[config.mk]
export PLATFORM = sky130hd
export DESIGN_NAME = pbsg_top
export DESIGN_NICKNAME = d
export VERILOG_FILES = /design/src/rtl/pbsg_pkg.sv /design/src/rtl/pbsg_span.sv /design/src/rtl/pbsg_top.sv
export SDC_FILE = /design/constraint.sdc
export NUM_CORES = 1
export LEC_CHECK = 0
export ABC_AREA = 1
export BUFFER_PORTS_ARGS = -buffer_cell sky130_fd_sc_hd__buf_2
export CAP_MARGIN = 20
export CORE_MARGIN = 2
export CORE_UTILIZATION = 55
export DETAILED_ROUTE_END_ITERATION = 8
export HOLD_SLACK_MARGIN = 0.03
export PLACE_DENSITY = 0.68
export SLEW_MARGIN = 20
export SYNTH_ARGS = -nofsm -noshare
export SYNTH_HDL_FRONTEND = slang
export SYNTH_SLANG_ARGS = --single-unit
[constraint.sdc]
create_clock -name mclk -period 2.7 [get_ports mclk]
set_input_delay 0.135 -clock mclk [delete_from_list [all_inputs] [get_ports mclk]]
set_output_delay 0.135 -clock mclk [all_outputs]
set_load 0.05 [all_outputs]
[src/rtl/pbsg_pkg.sv]
package pbsg_pkg;

  // Register port
  localparam int AW = 9;
  localparam int DW = 16;

  localparam logic [AW-1:0] OFS_PLANE0 = 9'h100;
  localparam logic [AW-1:0] OFS_HLEN = 9'h1C0;
  localparam logic [AW-1:0] OFS_HS_END = 9'h1C2;
  localparam logic [AW-1:0] OFS_HB_BEGIN = 9'h1C4;
  localparam logic [AW-1:0] OFS_HB_END = 9'h1C6;
  localparam logic [AW-1:0] OFS_VLEN = 9'h1C8;
  localparam logic [AW-1:0] OFS_VS_END = 9'h1CA;
  localparam logic [AW-1:0] OFS_VB_BEGIN = 9'h1CC;
  localparam logic [AW-1:0] OFS_VB_END = 9'h1CE;
  localparam logic [AW-1:0] OFS_BEAM_CTRL = 9'h1DC;
  localparam logic [AW-1:0] OFS_HS_BEGIN = 9'h1DE;
  localparam logic [AW-1:0] OFS_VS_BEGIN = 9'h1E0;
  localparam logic [AW-1:0] OFS_ILACE_POS = 9'h1E2;
  localparam logic [AW-1:0] OFS_WIN_HIGH = 9'h1E4;
  localparam logic [AW-1:0] OFS_WIN_START = 9'h1E6;
  localparam logic [AW-1:0] OFS_WIN_STOP = 9'h1E8;
  localparam logic [AW-1:0] OFS_VPOS_READ = 9'h1EA;
  localparam logic [AW-1:0] OFS_HPOS_READ = 9'h1EC;

  // Beam control fields, then the plane0 lace bit and window high-bit fields
  localparam int B_FIXED_BLANK_DIS = 14;
  localparam int B_LPEN_IGNORE = 13;
  localparam int B_PROG_VBLANK = 12;
  localparam int B_LOL_DIS = 11;
  localparam int B_PROG_VSYNC = 9;
  localparam int B_PROG_HSYNC = 8;
  localparam int B_PROG_TOTALS = 7;
  localparam int B_ULTRA_RES = 6;
  localparam int B_PAL = 5;
  localparam int B_CSYNC_POL = 2;
  localparam int B_VSYNC_POL = 1;
  localparam int B_HSYNC_POL = 0;
  localparam int B_LACE = 2;
  localparam int HI_HSTOP8 = 13;
  localparam int HI_HSTART8 = 5;
  localparam logic [15:0] BEAM_CTRL_RST = 16'h0000;

  // Hardwired timing
  localparam logic [8:0] FIX_HORIZONTAL_LINE_LENGTH = 9'h0E2;
  localparam logic [10:0] FIX_VERTICAL_FIELD_LENGTH_NTSC = 11'h106;
  localparam logic [10:0] FIX_VERTICAL_FIELD_LENGTH_PAL = 11'h138;
  localparam logic [7:0] FIX_HS_BEGIN = 8'h12;
  localparam logic [7:0] FIX_HS_END = 8'h23;
  localparam logic [10:0] FIX_VS_BEGIN = 11'h003;
  localparam logic [10:0] FIX_VS_END = 11'h006;
  localparam logic [8:0] FIX_HB_BEGIN = 9'h00F;
  localparam logic [8:0] FIX_HB_END = 9'h035;
  localparam logic [10:0] FIX_VB_END_NTSC = 11'h014;
  localparam logic [10:0] FIX_VB_END_PAL = 11'h019;

  // Colour clock step
  localparam int CCK_NS = 280;
  localparam int MCLK_NS = 50;
  localparam logic [2:0] CCK_DIV = 3'((CCK_NS + MCLK_NS - 1) / MCLK_NS);

endpackage

[src/rtl/pbsg_span.sv]
`timescale 1ns/1ns
`default_nettype none
module pbsg_span import pbsg_pkg::*; #(
  parameter int W = 9
) (
  // Clock and reset
  input wire logic mclk,
  input wire logic rstn,
  // Position compare
  input wire logic step,
  input wire logic [W-1:0] pos,
  input wire logic [W-1:0] begin_pos,
  input wire logic [W-1:0] end_pos,
  // Result
  output logic active
);

  typedef struct packed {
    logic act;
  } pbsg_span_s;

  pbsg_span_s s_r;
  pbsg_span_s s_nxt;

  // Begin is tested last so equal begin and end leaves it asserted
  always_comb begin
    s_nxt = s_r;
    if (step && pos == end_pos) begin
      s_nxt.act = 1'b0;
    end
    if (step && pos == begin_pos) begin
      s_nxt.act = 1'b1;
    end
  end

  always_ff @(posedge mclk or negedge rstn) begin
    if (!rstn) begin
      s_r <= '0;
    end else begin
      s_r <= s_nxt;
    end
  end

  assign active = s_r.act;

endmodule // pbsg_span
`default_nettype wire

[src/rtl/pbsg_top.sv]
// Functional notes
// Line length register counts 280ns steps; code steps every 6 mclk cycles, 300ns
// Vertical counter wraps at total; total+1 lines
// Interlace: long field total+2, short total+1
// Vertical sync between programmed begin/end lines
// Horizontal sync between programmed begin/end counts
// Alternate field vsync changes at centre position
// Blanking from four programmed begin/end positions
// Software places centre, blanks around sync
// Bit 14 drops hardwired blanking
// Bit 13 reads live vertical, ignores pen
// Bit 12 programmed vblank, no hard window stop
// Bit 11 stops long/short line alternation
// Bits 9/8 enable programmed vertical/horizontal sync
// Bit 7 lets programmed totals govern wrap
// Bit 6 ultra-resolution, bit 5 PAL timing
// Bits 2..0 set composite/vertical/horizontal polarity
// Software writes only supported beam modes
// Window registers: vertical high byte, horizontal low
// Legacy: start high bits zero, stop H8 one
// High-bits register bit 13 gives stop H8
// Bit 5 start H8, bits 10:8 stop V
// High bits apply only when written last
// Programmed totals only while totals enable set
// Horizontal wraps after total, then vertical advances
// Outputs held from begin match to end match
`timescale 1ns/1ns
`default_nettype none
module pbsg_top import pbsg_pkg::*; (
  // Clock and reset
  input wire logic mclk,
  input wire logic rstn,
  // Register port
  input wire logic [AW-1:0] addr,
  input wire logic [DW-1:0] wdata,
  input wire logic wr_stb,
  input wire logic rd_stb,
  output logic [DW-1:0] rdata,
  // Light pen pin
  input wire logic lpen_n,
  // Monitor side
  output logic hsync,
  output logic vsync,
  output logic csync,
  output logic blank,
  output logic window,
  // Mode status
  output logic pal_mode,
  output logic ultra_res
);

  typedef struct packed {
    logic lp_s1;
    logic lp_s2;
    logic lp_prev;
    logic lp_held;
    logic [10:0] lp_v;
    logic [2:0] div;
    logic cck;
    logic [8:0] hcnt;
    logic [10:0] vcnt;
    logic lof;
    logic lol;
    logic [15:0] bc;
    logic [15:0] plane0;
    logic [15:0] win_start;
    logic [15:0] win_stop;
    logic [15:0] win_high;
    logic ext_ok;
    logic [7:0] hlen;
    logic [7:0] hsb;
    logic [7:0] hse;
    logic [7:0] hctr;
    logic [7:0] hbb;
    logic [7:0] hbe;
    logic [10:0] vlen;
    logic [10:0] vsb;
    logic [10:0] vse;
    logic [10:0] vbb;
    logic [10:0] vbe;
    logic [15:0] rdata;
    logic hsync_q;
    logic vsync_q;
    logic csync_q;
    logic blank_q;
    logic window_q;
  } pbsg_state_s;

  // Sync pins idle inactive for the default active-low polarity
  localparam pbsg_state_s S_RST = '{
    hsync_q: 1'b1, vsync_q: 1'b1, csync_q: 1'b1,
    bc: BEAM_CTRL_RST, default: 0};

  pbsg_state_s s_r;
  pbsg_state_s s_nxt;

  logic cck_last;
  logic lace;
  logic lol_extra;
  logic [8:0] htot_eff;
  logic [10:0] vtot_base;
  logic [10:0] vtot_eff;
  logic h_wrap;
  logic v_wrap;
  logic [7:0] hs_begin;
  logic [7:0] hs_end;
  logic [10:0] vs_begin;
  logic [10:0] vs_end;
  logic [8:0] vs_hpos;
  logic vs_step;
  logic vb_step;
  logic hs_act;
  logic vs_act;
  logic hb_prog;
  logic vb_prog;
  logic hard_hb;
  logic hard_vb;
  logic [10:0] vb_end_fix;
  logic hblank;
  logic vblank;
  logic [8:0] win_hstart;
  logic [8:0] win_hstop;
  logic [10:0] win_vstart;
  logic [10:0] win_vstop;
  logic win_on;
  logic [10:0] vread;

  assign cck_last = s_r.div == CCK_DIV - 3'h1;
  assign lace = s_r.plane0[B_LACE];
  // Odd line lengths are approximated by alternating long lines
  assign lol_extra = s_r.lol & ~s_r.bc[B_LOL_DIS]
    & ~s_r.bc[B_PAL];
  assign htot_eff = (s_r.bc[B_PROG_TOTALS] ? {1'b0, s_r.hlen}
    : FIX_HORIZONTAL_LINE_LENGTH) + {8'h00, lol_extra};
  assign vtot_base = s_r.bc[B_PAL] ? FIX_VERTICAL_FIELD_LENGTH_PAL
    : FIX_VERTICAL_FIELD_LENGTH_NTSC;
  assign vtot_eff = (s_r.bc[B_PROG_TOTALS] ? s_r.vlen : vtot_base)
    + {10'h000, lace & s_r.lof};
  assign h_wrap = s_r.hcnt == htot_eff;
  assign v_wrap = s_r.vcnt == vtot_eff;

  assign hs_begin = s_r.bc[B_PROG_HSYNC] ? s_r.hsb
    : FIX_HS_BEGIN;
  assign hs_end = s_r.bc[B_PROG_HSYNC] ? s_r.hse : FIX_HS_END;
  assign vs_begin = s_r.bc[B_PROG_VSYNC] ? s_r.vsb
    : FIX_VS_BEGIN;
  assign vs_end = s_r.bc[B_PROG_VSYNC] ? s_r.vse : FIX_VS_END;
  assign vs_hpos = (lace & ~s_r.lof) ? {1'b0, s_r.hctr}
    : 9'h000;
  assign vs_step = s_r.cck & (s_r.hcnt == vs_hpos);
  assign vb_step = s_r.cck & (s_r.hcnt == 9'h000);

  pbsg_span #(.W(9)) u_hsync (
    .mclk(mclk),
    .rstn(rstn),
    .step(s_r.cck),
    .pos(s_r.hcnt),
    .begin_pos({1'b0, hs_begin}),
    .end_pos({1'b0, hs_end}),
    .active(hs_act)
  );

  pbsg_span #(.W(11)) u_vsync (
    .mclk(mclk),
    .rstn(rstn),
    .step(vs_step),
    .pos(s_r.vcnt),
    .begin_pos(vs_begin),
    .end_pos(vs_end),
    .active(vs_act)
  );

  pbsg_span #(.W(9)) u_hblank (
    .mclk(mclk),
    .rstn(rstn),
    .step(s_r.cck),
    .pos(s_r.hcnt),
    .begin_pos({1'b0, s_r.hbb}),
    .end_pos({1'b0, s_r.hbe}),
    .active(hb_prog)
  );

  pbsg_span #(.W(11)) u_vblank (
    .mclk(mclk),
    .rstn(rstn),
    .step(vb_step),
    .pos(s_r.vcnt),
    .begin_pos(s_r.vbb),
    .end_pos(s_r.vbe),
    .active(vb_prog)
  );

  assign vb_end_fix = s_r.bc[B_PAL] ? FIX_VB_END_PAL : FIX_VB_END_NTSC;
  assign hard_hb = (s_r.hcnt >= FIX_HB_BEGIN)
    && (s_r.hcnt < FIX_HB_END);
  assign hard_vb = s_r.vcnt < vb_end_fix;
  assign hblank = hb_prog
    | (~s_r.bc[B_FIXED_BLANK_DIS] & hard_hb);
  assign vblank = (s_r.bc[B_PROG_VBLANK] & vb_prog)
    | (~s_r.bc[B_FIXED_BLANK_DIS] & hard_vb);

  // Extension bits count only when written after start and stop
  assign win_hstart = {s_r.ext_ok & s_r.win_high[HI_HSTART8],
    s_r.win_start[7:0]};
  assign win_hstop = {~s_r.ext_ok | s_r.win_high[HI_HSTOP8],
    s_r.win_stop[7:0]};
  assign win_vstart = {s_r.ext_ok ? s_r.win_high[2:0] : 3'b000,
    s_r.win_start[15:8]};
  assign win_vstop = {s_r.ext_ok ? s_r.win_high[10:8]
    : {2'b00, ~s_r.win_stop[15]}, s_r.win_stop[15:8]};
  assign win_on = (s_r.hcnt >= win_hstart) && (s_r.hcnt < win_hstop)
    && (s_r.vcnt >= win_vstart) && (s_r.vcnt < win_vstop)
    && (s_r.bc[B_PROG_VBLANK] | ~hard_vb);

  assign vread = (s_r.bc[B_LPEN_IGNORE] | ~s_r.lp_held) ? s_r.vcnt
    : s_r.lp_v;

  always_comb begin
    s_nxt = s_r;
    s_nxt.lp_s1 = lpen_n;
    s_nxt.lp_s2 = s_r.lp_s1;
    s_nxt.lp_prev = s_r.lp_s2;
    s_nxt.rdata = '0;
    s_nxt.div = cck_last ? 3'h0 : s_r.div + 3'h1;
    s_nxt.cck = cck_last;
    if (s_r.cck) begin
      if (h_wrap) begin
        s_nxt.hcnt = 9'h000;
        s_nxt.lol = ~s_r.lol & ~s_r.bc[B_LOL_DIS];
        if (v_wrap) begin
          s_nxt.vcnt = 11'h000;
          s_nxt.lof = lace ? ~s_r.lof : 1'b1;
          s_nxt.lp_held = 1'b0;
        end else begin
          s_nxt.vcnt = s_r.vcnt + 11'h001;
        end
      end else begin
        s_nxt.hcnt = s_r.hcnt + 9'h001;
      end
    end
    // Pen latch after the field clear so a coincident hit is kept
    if (s_r.lp_prev && !s_r.lp_s2 && !s_r.lp_held) begin
      s_nxt.lp_held = 1'b1;
      s_nxt.lp_v = s_r.vcnt;
    end
    if (wr_stb) begin
      case (addr)
        OFS_PLANE0: s_nxt.plane0 = wdata;
        OFS_HLEN: s_nxt.hlen = wdata[7:0];
        OFS_HS_END: s_nxt.hse = wdata[7:0];
        OFS_HB_BEGIN: s_nxt.hbb = wdata[7:0];
        OFS_HB_END: s_nxt.hbe = wdata[7:0];
        OFS_VLEN: s_nxt.vlen = wdata[10:0];
        OFS_VS_END: s_nxt.vse = wdata[10:0];
        OFS_VB_BEGIN: s_nxt.vbb = wdata[10:0];
        OFS_VB_END: s_nxt.vbe = wdata[10:0];
        OFS_BEAM_CTRL: s_nxt.bc = wdata;
        OFS_HS_BEGIN: s_nxt.hsb = wdata[7:0];
        OFS_VS_BEGIN: s_nxt.vsb = wdata[10:0];
        OFS_ILACE_POS: s_nxt.hctr = wdata[7:0];
        OFS_WIN_HIGH: begin
          s_nxt.win_high = wdata;
          s_nxt.ext_ok = 1'b1;
        end
        OFS_WIN_START: begin
          s_nxt.win_start = wdata;
          s_nxt.ext_ok = 1'b0;
        end
        OFS_WIN_STOP: begin
          s_nxt.win_stop = wdata;
          s_nxt.ext_ok = 1'b0;
        end
        default: s_nxt.ext_ok = s_r.ext_ok;
      endcase
    end
    if (rd_stb) begin
      case (addr)
        OFS_VPOS_READ: s_nxt.rdata = {s_r.lof, 4'h0, vread};
        OFS_HPOS_READ: s_nxt.rdata = {7'h00, s_r.hcnt};
        default: s_nxt.rdata = 16'h0000;
      endcase
    end
    s_nxt.hsync_q = ~(hs_act ^ s_r.bc[B_HSYNC_POL]);
    s_nxt.vsync_q = ~(vs_act ^ s_r.bc[B_VSYNC_POL]);
    s_nxt.csync_q = ~((hs_act ^ vs_act) ^ s_r.bc[B_CSYNC_POL]);
    s_nxt.blank_q = hblank | vblank;
    s_nxt.window_q = win_on & ~(hblank | vblank);
  end

  always_ff @(posedge mclk or negedge rstn) begin
    if (!rstn) begin
      s_r <= S_RST;
    end else begin
      s_r <= s_nxt;
    end
  end

  assign rdata = s_r.rdata;
  assign hsync = s_r.hsync_q;
  assign vsync = s_r.vsync_q;
  assign csync = s_r.csync_q;
  assign blank = s_r.blank_q;
  assign window = s_r.window_q;
  assign pal_mode = s_r.bc[B_PAL];
  assign ultra_res = s_r.bc[B_ULTRA_RES];
endmodule // pbsg_top
`default_nettype wire

==> metrics.cfg <==
[status]
status=completed

[synth]
syn-cell-area_sq_mm=0.0121
synth.largest_area_cell=dfrtp_1
synth_most_common_cell=nand2_1
synthXorXnorAreaFrac_pct=4.57
ys_types=51
synthArstFlopShare_pct=100
synth-compound-area-share_pct=11.9
synth_cells=1501
synth_area_leaders=dfrtp_1 45%, nand2_1 13%, o21ai_0 8.2%
synth_commonest_cells=419 x nand2_1, 216 x dfrtp_1, 198 x o21ai_0
ys_ff_latch=219
synth_fa_ha_area_share_pct=4.87
synth_edf_count=0
yosysWarningCount=0
synth_top_family_by_area=simple AND/OR/NAND/NOR gates
synth_top_area_share_pct=44.7
yosysSeqAreaShare_pct=45.4
synthSimpleGateAreaFrac_pct=24.9
synthMuxAreaShare_pct=0.839
synth.avg_cell_area_sq_um=8.05
ys.flop_type=dfrtp_1

[power_and_ir_drop]
p_leak_uw=0.00640
ir_drop_mv=0.508
p_per_area_mw_per_mm2=544

[cts]
worstSkewPairLatency_ns=0.54
cts.sinks=219
root_buffer=clkbuf_16
cts_buffers=26
cts_buffer_depth=3
clkTransAtPathRegs_ns=0.06
tritoncts=yes
ctsHtreeMaxLevel=1

[drt]
num_vias=10500
first_iter_violations=854
drc=0
vias_per_cell=5.67
antenna_left=0
firstDrtPassIters=5
wl_per_cell_um=19.2
wl_mm=35.5

[die]
die_w_um=152
die_y_um=152
rows=54
dieArea_sq_mm=0.0232
initial_core_util_pct=55.7
core_area_sq_mm=0.0217
io_pins=53

[setup_path]
required_ns=3.13
worstPathArrival_ns=2.93
end_kind=flop
regToRegStartpoint=pal_mode
critPathMaxFanout=7
critPathKind=reg -> reg
reg2reg_to=s_r[214]
reg2regPathDepth=16
crit_path_end=s_r[214]
reg2reg_slack_ns=0.20
cp-start-kind=flop
critPathLaunch=pal_mode

[timing]
finalSetupViolations=0
final.period_utilization_pct=92.6
finClkSkew_ns=0.0200
slew_viol_final=0
hold_violations=0
clock.fmax_ghz=0.400
hold-worst-slack_ns=0.102
worst_pin_slew_ns=0.981
setup_slack_ns=0.200
maxSlewHeadroom_pct=34.5
final.setup.tns_ns=0
min_period_ns=2.50

[grt]
grt_pass1_wl_mm=56.1
grtUsageTotal_pct=30.9
antenna_found_initial=0
overflow=0
grt_pass1_vias=9861
grt_max_degree=84

[min_path]
min_path_type=in -> reg

[placed_design]
dpl.cell_count=1790
io_buffers=48
pre_cts_slack_ns=0.148
place_congestion=0.947
dp_hpwl_mm=24.4

[cells_and_area]
area_delta_synth_final_pct=12.8
fin_nets=1628
n_fill_cell=1962
diodes=0
top_register=s_r
largest_reg_flops=193
utilization_pct=62.8
drive_gt1_share_pct=12.5
stdcell_count=1851

[run]
cap_violations=0

## cell type report
class	instances	area (sq um)	share of cell area (%)
inverters	139	523	3.84
well taps	280	350	2.57
repair buffers	100	683	5.01
clock buffers	31	679	4.98
multi-input cells	1065	5720	42.0
flip-flops and latches	219	5480	40.2
clock inverters	17	188	1.38
## layout by cell type (no fill, tap or decap), types with 4 or more instances in the layout
cell           instances
xor2_1                45
a211oi_1               5
a2111oi_0              4
nor2_1                71
clkinvlp_4             5
xnor2_1               18
or2_2                 13
mux2_2                 9
clkbuf_16             26
o2111ai_1              4
a31oi_1                4
nand2_1              419
nand4_1               44
o21ai_0              197
nand2_2                6
ha_1                  45
nor2_2                 5
buf_2                 47
nor4_1                 8
o32ai_1                9
nand3_1               69
buf_4                 39
conb_1                 4
dlygate4sd3_1         12
inv_2                  7
dfrtp_1              216
clkinv_2               8
nor2_4                 6
nor3_1                22
inv_1                128
clkbuf_1               4
a21oi_1               23
## report_power, final
part	internal (uW)	total, uW	switching (uW)	leakage (uW)
logic	140	464	324	0.00299
registers	3360	3410	53.9	0.00300
clock network	2090	3550	1450	0.000414
## stage by stage
stage	cell area [sq um]	power [uW]
global placement	12600	3910
finish	13600	7420
global route	13600	7660
CTS	13600	7470
detailed placement	12600	3920
floorplan	12100	3710
## cell families (layout without fill, tap and decap cells)
kind of cell	after synthesis	in the layout
and+or+nand+nor	679	679
AOI/OAI and AO/OA	263	263
buffers and inverters	220	287
DFF	219	219
xor gates and xnor gates	63	63
adders and majority gates	47	47
muxes	9	9
other	1	4
## what timing repair did
item | CTS | global route
buffers inserted | 0 | 1
gates resized for setup | 0 | 6
hold buffers | 12 | 0
endpoints found under the setup margin | 0 | 19
endpoints found under the hold margin | 95 | 0
## worst min path at each step
| stage | from | end | slack [ns] | depth (start not counted) |
|---|---|---|---|---|
| floorplan | rstn | blank | -0.16 | 0 |
| global placement | rstn | s_r[158] | 0.18 | 1 |
| detailed placement | rstn | s_r[158] | 0.18 | 1 |
| CTS | addr[1] | lace | 0.08 | 6 |
| global route | addr[1] | lace | 0.14 | 6 |
| finish | addr[1] | lace | 0.10 | 6 |
## critical path: stages (launching register included)
cell and delay, ns:
dfrtp_1 0.40, nor3b_2 0.21, ha_2 0.21, ha_2 0.20, nand2_1 0.10, nor2_4 0.12, nand2_2 0.08, o21ai_2 0.14
nand2_1 0.07, nand2_2 0.09, nand2_2 0.09, nor2_8 0.13, nand3_4 0.11, nor2_8 0.15, nand3_2 0.11, clkinv_2 0.12
nor2_1 0.05
## layer usage
layer / track usage, % / part of all wire [%]
met4: 9.79 / 3.0
met5: 0 / 0
met2: 47.3 / 44
met3: 4.27 / 7.9
met1: 45.7 / 45
Note: power is estimated with default switching activity, not from simulation.
